==> src/hw/lla_pkg.sv <==
// Purpose: shared constants and types of the liquid level alarm core
// Assumes: core_clk is the divided-down internal RC oscillator
// Notes:   waveform times are given in ms and turned into oscillator cycles here; delays are given in cycles
package lla_pkg;

  // nominal oscillator rate that the printed times refer to
  localparam int OSC_HZ = 1600;

  // convert a time in ms into oscillator cycles, at least one
  function automatic int lla_cycles_ms(input int ms);
    int cyc;
    cyc = (ms * OSC_HZ) / 1000;
    return (cyc < 1) ? 1 : cyc;
  endfunction : lla_cycles_ms

  // sensor drive divider: oscillator / 32, 50 percent duty
  localparam int        DIV_W    = 5;
  localparam logic [4:0] DIV_LAST = 5'h1F;  // last cycle of the high half
  localparam int        DIV_HALF = 16;

  // qualifier: consecutive alarm samples needed
  localparam int         RUN_W    = 3;
  localparam logic [2:0] RUN_NEED = 3'h4;

  // alarm waveform, times as printed
  localparam int WAVE_PERIOD_MS = 320;
  localparam int ON_NARROW_MS   = 5;
  localparam int ON_WIDE_MS     = 160;
  localparam int WAVE_W         = 9;
  localparam int WAVE_PERIOD_CYC = lla_cycles_ms(WAVE_PERIOD_MS);   // 512
  localparam logic [9:0] ON_NARROW_CYC = 10'(lla_cycles_ms(ON_NARROW_MS)); // 8
  localparam logic [9:0] ON_WIDE_CYC   = 10'(lla_cycles_ms(ON_WIDE_MS));   // 256

  // alarm delay in oscillator cycles
  localparam int DELAY_W        = 16;
  localparam int DELAY_SHORT_CYC = 16384;
  localparam int DELAY_LONG_CYC  = 32768;

  // reset values
  localparam logic [4:0] DIV_RST   = 5'h00;
  localparam logic [2:0] RUN_RST   = 3'h0;
  localparam logic [8:0] WAVE_RST  = 9'h000;
  localparam logic [15:0] DELAY_RST = 16'h0000;

  // alarm sequencing
  typedef enum logic [1:0] {
    ST_WATCH = 2'b00,
    ST_DELAY = 2'b01,
    ST_ALARM = 2'b10
  } lla_state_t;

endpackage : lla_pkg

==> src/hw/lla_sample_if.sv <==
// Purpose: carries sensor samples from the front end to the qualifier
// Assumes: one clock, the oscillator
// Notes:   samplePulse is one cycle wide, once per drive period
`timescale 1ns/1ps
interface lla_sample_if;
  logic samplePulse;  // take one qualification step
  logic alarmCond;    // sampled alarm condition, valid with samplePulse
  logic indication;   // qualified alarm indication

  modport front (output samplePulse, output alarmCond, input indication);
  modport qual  (input samplePulse, input alarmCond, output indication);
endinterface : lla_sample_if

==> src/hw/lla_qualifier.sv <==
// Purpose: counts consecutive alarm samples before raising an indication
// Assumes: samples arrive one per sensor drive period
// Notes:   saturates at the needed count so the indication holds
`timescale 1ns/1ps
module lla_qualifier (
  input  wire logic core_clk,
  input  wire logic nrst,
  lla_sample_if.qual smp
);

  logic [2:0] runLen;
  logic [2:0] next_runLen;

  // RULE_10: consecutive run
  assign next_runLen = !smp.alarmCond      ? lla_pkg::RUN_RST :
                       (runLen == lla_pkg::RUN_NEED) ? runLen :
                       3'(runLen + 3'h1);

  // count only on a sample step; a clean sample starts over
  always_ff @(posedge core_clk or negedge nrst) begin
    if (!nrst) begin
      runLen         <= lla_pkg::RUN_RST;
      smp.indication <= 1'b0;
    end else if (smp.samplePulse) begin
      runLen         <= next_runLen;
      smp.indication <= (next_runLen == lla_pkg::RUN_NEED);
    end
  end
endmodule : lla_qualifier

==> src/hw/lla_alarm.sv <==
// Purpose: digital core of a liquid level alarm
// Assumes: core_clk is the internal oscillator, nrst the undervoltage reset
// Notes:   comparator and program pins are asynchronous and are synchronised
//
// How it works
// RULE_01: sensor drive is oscillator divided by 32
// RULE_02: comparator ignored while drive is low
// RULE_03: comparator state keeps hysteresis, both polarities
// RULE_04: select low: above threshold alarms, 1:64
// RULE_05: select high: below threshold alarms, 50 percent
// RULE_06: alarm only after selected delay elapses
// RULE_07: condition lost during delay abandons it
// RULE_08: alarm latched until internal reset
// RULE_09: undervoltage reset clears latch, delay, qualifier
// RULE_10: four consecutive alarm samples give indication
// RULE_11: alarm wave period is 512 cycles
// RULE_12: delay 16384 or 32768 cycles by select
// RULE_13: one sample per period, end of high
`timescale 1ns/1ps
module lla_alarm #(
  parameter int DELAY_SHORT = lla_pkg::DELAY_SHORT_CYC,
  parameter int DELAY_LONG  = lla_pkg::DELAY_LONG_CYC
) (
  input  wire logic core_clk,
  input  wire logic nrst,
  input  wire logic upperSenseHit,  // input above upper_sense_threshold
  input  wire logic lowerSenseHit,  // input above lower_sense_threshold
  input  wire logic delaySel,       // high selects the longer delay
  input  wire logic polaritySel,    // sensor polarity and duty select
  output logic      sensorDrive,    // squarewave to the sensor
  output logic      alarmDrive      // high turns the output sink on
);

  // two-stage synchronisers for the four pins
  logic [3:0] pinMeta;
  logic [3:0] pinSync;

  logic       upperS;
  logic       lowerS;
  logic       delayS;
  logic       polarityS;

  logic [4:0] divCnt;
  logic       sensHigh;
  logic       driveHigh;
  logic       sampleNow;
  logic [1:0] driveDly;
  logic       senseWin;

  lla_pkg::lla_state_t state;
  lla_pkg::lla_state_t next_state;
  logic [15:0]         delayCnt;
  logic [15:0]         next_delayCnt;
  logic [15:0]         delayLast;
  logic                delayDone;

  logic [8:0] waveCnt;
  logic [9:0] onLen;
  logic       next_alarmDrive;

  lla_sample_if smp ();

  // the first stage feeds only the second stage
  always_ff @(posedge core_clk or negedge nrst) begin
    if (!nrst) begin
      pinMeta <= 4'h0;
      pinSync <= 4'h0;
    end else begin
      pinMeta <= {polaritySel, delaySel, lowerSenseHit, upperSenseHit};
      pinSync <= pinMeta;
    end
  end

  assign upperS    = pinSync[0];
  assign lowerS    = pinSync[1];
  assign delayS    = pinSync[2];
  assign polarityS = pinSync[3];

  // RULE_01: divide by 32
  always_ff @(posedge core_clk or negedge nrst) begin
    if (!nrst) begin
      divCnt <= lla_pkg::DIV_RST;
    end else begin
      divCnt <= 5'(divCnt + 5'h01);
    end
  end

  // top divider bit is a flop, so the drive is glitch free
  assign driveHigh   = divCnt[4];
  assign sensorDrive = driveHigh;

  // the pin synchronisers lag two cycles, so the first two high cycles still
  // carry samples from the low half; the window opens once those have passed
  always_ff @(posedge core_clk or negedge nrst) begin
    if (!nrst) begin
      driveDly <= 2'h0;
    end else begin
      driveDly <= {driveDly[0], driveHigh};
    end
  end

  // RULE_02: listen only to high-half samples
  assign senseWin = driveHigh && driveDly[1];

  // RULE_03: schmitt hysteresis
  // RULE_02: frozen while drive low
  // crossing the upper level sets the state, only dropping under the lower
  // level clears it; between the two it holds
  always_ff @(posedge core_clk or negedge nrst) begin
    if (!nrst) begin
      sensHigh <= 1'b0;
    end else if (senseWin) begin
      if (upperS) begin
        sensHigh <= 1'b1;
      end else if (!lowerS) begin
        sensHigh <= 1'b0;
      end
    end
  end

  // RULE_13: sample at end of high half
  assign sampleNow = (divCnt == lla_pkg::DIV_LAST);

  // RULE_04: low select, above alarms
  // RULE_05: high select, below alarms
  assign smp.samplePulse = sampleNow;
  assign smp.alarmCond   = polarityS ? !sensHigh : sensHigh;

  // RULE_10: four-sample qualifier
  lla_qualifier u_qual (
    .core_clk (core_clk),
    .nrst     (nrst),
    .smp      (smp)
  );

  // RULE_12: delay length by select
  assign delayLast = delayS ? 16'(DELAY_LONG - 1) : 16'(DELAY_SHORT - 1);
  assign delayDone = (delayCnt == delayLast);

  // RULE_06: wait out the delay
  // RULE_07: lost condition abandons delay
  // RULE_08: alarm state never left
  always_comb begin
    next_state    = state;
    next_delayCnt = lla_pkg::DELAY_RST;
    unique case (state)
      lla_pkg::ST_WATCH: begin
        if (smp.indication) begin
          next_state = lla_pkg::ST_DELAY;
        end
      end
      lla_pkg::ST_DELAY: begin
        if (!smp.indication) begin
          next_state = lla_pkg::ST_WATCH;
        end else if (delayDone) begin
          next_state = lla_pkg::ST_ALARM;
        end else begin
          next_delayCnt = 16'(delayCnt + 16'h0001);
        end
      end
      lla_pkg::ST_ALARM: begin
        next_state = lla_pkg::ST_ALARM;
      end
      default: begin
        next_state = lla_pkg::ST_WATCH;  // unused code recovers
      end
    endcase
  end

  // RULE_09: reset clears all state
  always_ff @(posedge core_clk or negedge nrst) begin
    if (!nrst) begin
      state    <= lla_pkg::ST_WATCH;
      delayCnt <= lla_pkg::DELAY_RST;
    end else begin
      state    <= next_state;
      delayCnt <= next_delayCnt;
    end
  end

  // RULE_11: 512-cycle period
  // the 9-bit counter wraps by itself, so no compare is needed
  always_ff @(posedge core_clk or negedge nrst) begin
    if (!nrst) begin
      waveCnt <= lla_pkg::WAVE_RST;
    end else if (state == lla_pkg::ST_ALARM) begin
      waveCnt <= 9'(waveCnt + 9'h001);
    end
  end

  // RULE_04: 8-cycle on-time
  // RULE_05: 256-cycle on-time
  // duty follows the pin live; a change mid-period bends one period only
  assign onLen           = polarityS ? lla_pkg::ON_WIDE_CYC : lla_pkg::ON_NARROW_CYC;
  assign next_alarmDrive = (state == lla_pkg::ST_ALARM) && ({1'b0, waveCnt} < onLen);

  // registered output, so the driver sees no decode glitches
  always_ff @(posedge core_clk or negedge nrst) begin
    if (!nrst) begin
      alarmDrive <= 1'b0;
    end else begin
      alarmDrive <= next_alarmDrive;
    end
  end
endmodule : lla_alarm

==> config.mk <==
export PLATFORM = sky130hd
export DESIGN_NAME = lla_alarm
export DESIGN_NICKNAME = d
export VERILOG_FILES = /design/src/hw/lla_pkg.sv /design/src/hw/lla_sample_if.sv /design/src/hw/lla_qualifier.sv /design/src/hw/lla_alarm.sv
export SDC_FILE = /design/constraint.sdc
export NUM_CORES = 1
export LEC_CHECK = 0
export BUFFER_PORTS_ARGS = -buffer_cell sky130_fd_sc_hd__buf_2
export CORE_AREA = 2 2 64 66
export CTS_CLUSTER_DIAMETER = 150
export DETAILED_ROUTE_END_ITERATION = 10
export DIE_AREA = 0 0 66 68
export PLACE_DENSITY = 0.81
export SYNTH_ARGS = -nofsm -noshare
export SYNTH_HDL_FRONTEND = slang
export SYNTH_SLANG_ARGS = --single-unit
==> constraint.sdc <==
create_clock -name core_clk -period 1.7 [get_ports core_clk]
set_input_delay 0.255 -clock core_clk [delete_from_list [all_inputs] [get_ports core_clk]]
set_output_delay 0.255 -clock core_clk [all_outputs]
set_load 0.05 [all_outputs]
Yosys cells after proc, flatten, opt, wreduce, memory -nomap -nowiden:

Cells that the tools add are included.

* flip-flop bits (word level): 48
* bits of input ports: 6
* word-level logic and storage cells: 45
* output and inout bits: 2

* multiplexer cells: 14
* $add $sub $neg: 4
* reduce and logical (&&, ||, !) cells: 6
* $lt $le $gt $ge: 1
* eq/ne operators: 9

Operator list (number)
* $mux W16: 3
* $add A16 B1 Y16 const B: 1
* $eq A16 B15 Y1: 1
* $mux W15: 1
* $add A9 B1 Y9 const B: 1
* $lt A9 B9 Y1: 1
* $mux W9: 1
* $eq A3 B3 Y1 const B: 2
* $mux W2: 3
* $mux W3: 2
* $pmux W2 S3: 1
* $add A5 B1 Y5 const B: 1
* $eq A5 B5 Y1 const B: 1
* $reduce_and A2 Y1: 2
* $add A3 B1 Y3 const B: 1
* $mux W1: 3
* $ne A3 B3 Y1 const B: 1
* $eq A2 B1 Y1 const B: 1
* $eq A2 B2 Y1 const B: 1
* $logic_and A1 B1 Y1: 2
* $logic_not A2 Y1: 1
* $ne A2 B1 Y1 const B: 1
* $ne A2 B2 Y1 const B: 1
* $logic_not A1 Y1: 1

Longest topological paths before layout:

* depth after elaboration: 5
* mapped depth: 6
* depth with buffers taken out: 6

By module:

Synthesis repeated with hierarchy kept, for this count alone.

* cell total of the unflattened synthesis: 174
* area, all modules: 2019.4 µm²

By module, submodules not included
* lla_alarm: cells an instance 150, instances 1, area an instance 1785.5 µm², seq. area each 1101.1 µm²
* lla_qualifier: cells an instance 24, instances 1, area an instance 234.0 µm², seq. area each 100.1 µm²

Worst setup path before layout:

No wires, ideal clock.

* path type: reg2reg
* start point: register divCnt[0]
* end point: register u_qual.runLen[0]
* slack: 205 ps
* library setup time: 128 ps
* arrival time: 1367 ps
* buffers on the path: 0
* stages on the path, launching flop included: 7
* period minus slack after synthesis: 1495 ps
* required time: 1572 ps
* path through: dfrtp_1 -> ha_1 -> and3_1 -> ha_1 -> and3_1 -> a31oi_1 -> o22ai_1

* cells in the longest elaborated chain, start to end: 1

Ends and longest elaborated chain
* start, declared: line lla_alarm.sv:43 `logic [4:0] divCnt;`
* start signal, assigned: line lla_alarm.sv:82 `divCnt <= lla_pkg::DIV_RST;`
* start signal, assigned: line lla_alarm.sv:84 `divCnt <= 5'(divCnt + 5'h01);`
* $eq A5 B5 Y1: line lla_alarm.sv:122 `assign sampleNow = (divCnt == lla_pkg::DIV_LAST);`
* end signal, assigned: line lla_qualifier.sv:22 `runLen <= lla_pkg::RUN_RST;`
* end signal, assigned: line lla_qualifier.sv:25 `runLen <= next_runLen;`
* end, declared: line lla_qualifier.sv:11 `logic [2:0] runLen;`

No other way between the ends.
A chain may end at the register's enable or synchronous reset.

Worst setup path after layout:

* start point: register delayCnt[0]
* end point: register state[1]

* cells in the longest elaborated chain, start to end: 3

Ends and longest elaborated chain
* start, declared: line lla_alarm.sv:52 `logic [15:0] delayCnt;`
* start signal, assigned: line lla_alarm.sv:174 `delayCnt <= lla_pkg::DELAY_RST;`
* start signal, assigned: line lla_alarm.sv:177 `delayCnt <= next_delayCnt;`
* $eq A16 B15 Y1: line lla_alarm.sv:138 `assign delayDone = (delayCnt == delayLast);`
* $ne A3 B3 Y1 (no source line)
* $reduce_and A2 Y1 (no source line)
* end signal, assigned: line lla_alarm.sv:173 `state <= lla_pkg::ST_WATCH;`
* end signal, assigned: line lla_alarm.sv:176 `state <= next_state;`
* end, declared: line lla_alarm.sv:50 `lla_pkg::lla_state_t state;`

No other way between the ends.

==> tab_implementation.tex <==
\begin{tabular}{lr}
\hline
Metric & Value \\
\hline
\multicolumn{2}{l}{\textbf{Timing}} \\
Slew Viols, Final & 0 \\
Post-route minimum period & 1.491 ns \\
Worst slew pin tran & 0.5100 ns \\
Total Neg Setup Slack & 0 ns \\
Final Worst Setup Slack & 0.2092 ns \\
Worst setup skew after layout & 0.005440 ns \\
Worst slew slack as a fraction of its limit & 66.00\% \\
Final hold violation count & 0 \\
Max Fclk & 670.8 MHz \\
RSZ-0062 raised after global routing & no \\
Number of setup violations in the final report & 0 \\
Post-route fraction of the period consumed by the critical path & 87.69\% \\
Worst hold margin & 0.07055 ns \\
\multicolumn{2}{l}{\textbf{Clock network}} \\
Clock tree from TritonCTS & built \\
Depth of the CTS H-tree & 2 \\
Clock tree root driver cell & sky130\_fd\_sc\_hd\_\_clkbuf\_8 \\
Skew-Pair Late Insertion Delay & 0.29 ns \\
Total setup buffers inserted after CTS & 0 \\
Sinks on the clock net & 48 \\
Clock transition at the registers of the reported paths & 0.08 ns \\
Number of buffers inserted during clock tree synthesis & 5 \\
Largest buffer count on any clock path & 2 \\
\multicolumn{2}{l}{\textbf{Route}} \\
Final WL & 3.087 mm \\
Detailed-route via count & 1261 \\
Drt via density & 5.147 \\
Number of DRC markers in iteration 0 & 49 \\
\# DRC & 0 \\
Per-cell routed wire length & 12.60 um \\
Length of the first detailed-routing pass in iterations & 4 \\
Detail Route Antenna Nets & 0 \\
\multicolumn{2}{l}{\textbf{Synthesis}} \\
Number of warnings issued by yosys & 0 \\
Share of flip-flops with an asynchronous set or reset & 100.0\% \\
Most instantiated flip-flop cell in the synthesis netlist & sky130\_fd\_sc\_hd\_\_dfrtp\_1 \\
Portion of the post-synthesis area used by sequential elements & 59.26\% \\
Synthesized area per cell & 11.45 um\^{}2 \\
Count of cell types in the netlist & 28 \\
FF+latch count, synth & 48 \\
Number of flops mapped to enable cells by yosys & 0 \\
Post-Syn Nets & 190 \\
Instance count of the mapped netlist & 177 \\
Post-Synthesis Cell Area & 0.002027 mm\^{}2 \\
\multicolumn{2}{l}{\textbf{Power}} \\
Largest vdd supply drop & 614.6 uV \\
Leakage & 0.0009898 uW \\
Areal power density over the cells & 884.3 mW/mm\^{}2 \\
\multicolumn{2}{l}{\textbf{Die}} \\
IO Pins & 8 \\
Y dimension of the die & 68 um \\
Cell Rows & 23 \\
Core area & 0.003856 mm\^{}2 \\
Total Die Area & 0.004488 mm\^{}2 \\
Initial cell density of the core & 52.56\% \\
Die width & 66 um \\
\multicolumn{2}{l}{\textbf{Setup path}} \\
Library cell contributing the largest single delay on the critical path & sky130\_fd\_sc\_hd\_\_dfrtp\_1 \\
Data arrival at the endpoint of the critical path & 1.70 ns \\
Maximum fanout count along the critical path & 17 \\
Data required, critical path & 1.91 ns \\
Longest individual stage delay on the worst path & 0.39 ns \\
Cells along the critical path & ha\_1, nand3\_2, nor3\_2, a21o\_4, a21boi\_0 \\
Kind of start point of the critical path & flip-flop \\
Critical Setup Path Class & reg2reg \\
Kind of capture point of the worst setup path & flip-flop \\
Depth of the worst register-to-register path & 5 \\
\multicolumn{2}{l}{\textbf{Final layout}} \\
Final-layout fill cell count & 324 \\
Final-stage net count & 207 \\
Share of cells above drive strength 1 & 12.31\% \\
Area grow syn2layout & 12.04\% \\
Utilization after layout & 58.89\% \\
Number of antenna repair diodes & 0 \\
\multicolumn{2}{l}{\textbf{Outcome}} \\
Run status & completed \\
\multicolumn{2}{l}{\textbf{Global route}} \\
Maximum number of pins on one net before global-route repair & 28 \\
Antenna violations before repair & 0 \\
Global-route usage over all layers & 16.30\% \\
First-pass GRT wire length & 5.388 mm \\
Number of global-route vias before repair & 1182 \\
GRT overflow & 0 \\
\multicolumn{2}{l}{\textbf{Hold path}} \\
Worst hold path class & in2reg \\
Hold path cells & 1 \\
\multicolumn{2}{l}{\textbf{Place}} \\
HPWL Detailed & 2.142 mm \\
Final weighted congestion in routability-driven placement & 0.7955 \\
Pre-CTS setup slack & 0.1051 ns \\
Count of input and output buffers & 7 \\
\multicolumn{2}{l}{\textbf{Job}} \\
Number of max-capacitance violations reported & 0 \\
\hline
\end{tabular}
[stage by stage]
step / cell area (um^2) / power (uW) / std cells
after detailed placement: 2148 / 1253 / 236
after global placement: 2148 / 1250 / 236
after global routing: 2271 / 2097 / 245
after floorplan: 2027 / 1212 / 177
after CTS: 2266 / 2025 / 245
final: 2271 / 2008 / 245
[cell families after synthesis]
logic type | Yosys count | share of synthesized area (%)
adder cells (fa/ha/maj) | 7 | 4.321
AO/OA/AOI/OAI | 12 | 4.074
XOR/XNOR | 27 | 11.67
flip-flops | 48 | 59.26
AND/OR/NAND/NOR | 71 | 17.72
buffers and inverters | 11 | 2.408
multiplexers | 1 | 0.5555
[flip-flops by register name (all words and copies together), names as in the netlist]
signal and flops:
u_qual.runLen 3, waveCnt 9, driveDly 2, pinSync 4
sensHigh 1, pinMeta 4, divCnt 5, u_qual.smp.indication 1
alarmDrive 1, delayCnt 16, state 2
[per-layer routing]
layer,global-route usage [%],wire length (um)
met1,21.22,1479
met2,26.77,1490
met5,0,0
met4,5.357,29
met3,4.441,88
[critical path: cells and delay by family (launching register included)]
family	cells	cell delay [ns]
AO/OA/AOI/OAI	2	0.45
flip-flops	1	0.39
AND/OR/NAND/NOR	2	0.36
adder cells (fa/ha/maj)	1	0.22
[cell usage after synthesis, types with 3 or more instances]
master | instances | area (um^2)
sky130_fd_sc_hd__dfrtp_1 | 48 | 1201
sky130_fd_sc_hd__nor2_1 | 22 | 82.58
sky130_fd_sc_hd__xnor2_1 | 21 | 183.9
sky130_fd_sc_hd__nand2_1 | 14 | 52.55
sky130_fd_sc_hd__inv_1 | 10 | 37.54
sky130_fd_sc_hd__nand3_1 | 8 | 40.04
sky130_fd_sc_hd__ha_1 | 7 | 87.58
sky130_fd_sc_hd__xor2_1 | 6 | 52.55
sky130_fd_sc_hd__nand4_1 | 5 | 31.28
sky130_fd_sc_hd__nor3_1 | 5 | 25.02
sky130_fd_sc_hd__nor4_1 | 5 | 31.28
sky130_fd_sc_hd__a21oi_1 | 3 | 15.01
sky130_fd_sc_hd__nand3b_1 | 3 | 22.52
[repair_timing]
item | CTS | global route
hold buffers | 1 | 0
endpoints found under the hold margin | 21 | 0
gates resized for setup | 0 | 1
setup endpoints to repair | 0 | 1
[worst paths after layout]
| check | from | endpoint | slack [ns] |
|---|---|---|---|
| worst max-delay path | delayCnt[0]$_DFF_PN0_ | state[1]$_DFFE_PN0P_ | 0.21 |
| worst min-delay path | delaySel | pinMeta[2]$_DFF_PN0_ | 0.07 |
| worst max register to register | delayCnt[0]$_DFF_PN0_ | state[1]$_DFFE_PN0P_ | 0.21 |
| worst min register to register | pinMeta[3]$_DFF_PN0_ | pinSync[3]$_DFF_PN0_ | 0.35 |
| max in group asynchronous | nrst | delayCnt[3]$_DFF_PN0_ | 0.72 |
| min in group asynchronous | nrst | waveCnt[8]$_DFFE_PN0P_ | 0.46 |
[final cells by class]
cell class | count | area, um^2 | share of cell area [%]
flip-flops and latches | 48 | 1201 | 52.89
multi-input cells | 118 | 782.0 | 34.44
repair buffers | 11 | 80.08 | 3.526
clock buffers | 6 | 72.57 | 3.196
well taps | 50 | 62.56 | 2.755
inverters | 10 | 37.54 | 1.653
clock inverters | 2 | 35.03 | 1.543
[power by group]
part,total [uW],internal [uW],switching [uW]
Combinational,65.6,26.7,38.9
Sequential,1160,1150,9.57
Clock,779,436,342
Total,2010,1620,391
[cell usage in the layout (no fill, tap or decap), drive strengths merged]
cell type and n:
and2b 1, nand2 14, xnor2 21, mux2 1, buf 10, dfrtp 48
dlygate4sd3 1, nand3 10, ha 7, nor2 22, nor3 7, or4 1
nand4 5, clkbuf 6, nor4 5, clkinv 1, nand3b 3, o21ai 2
inv 10, a31oi 1, o31ai 1, a21oi 3, o22ai 2, and3 2
a21boi 1, bufinv 1, a21o 1, nand2b 1, o31a 1, xor2 6
(Power assumes the default switching activity.)
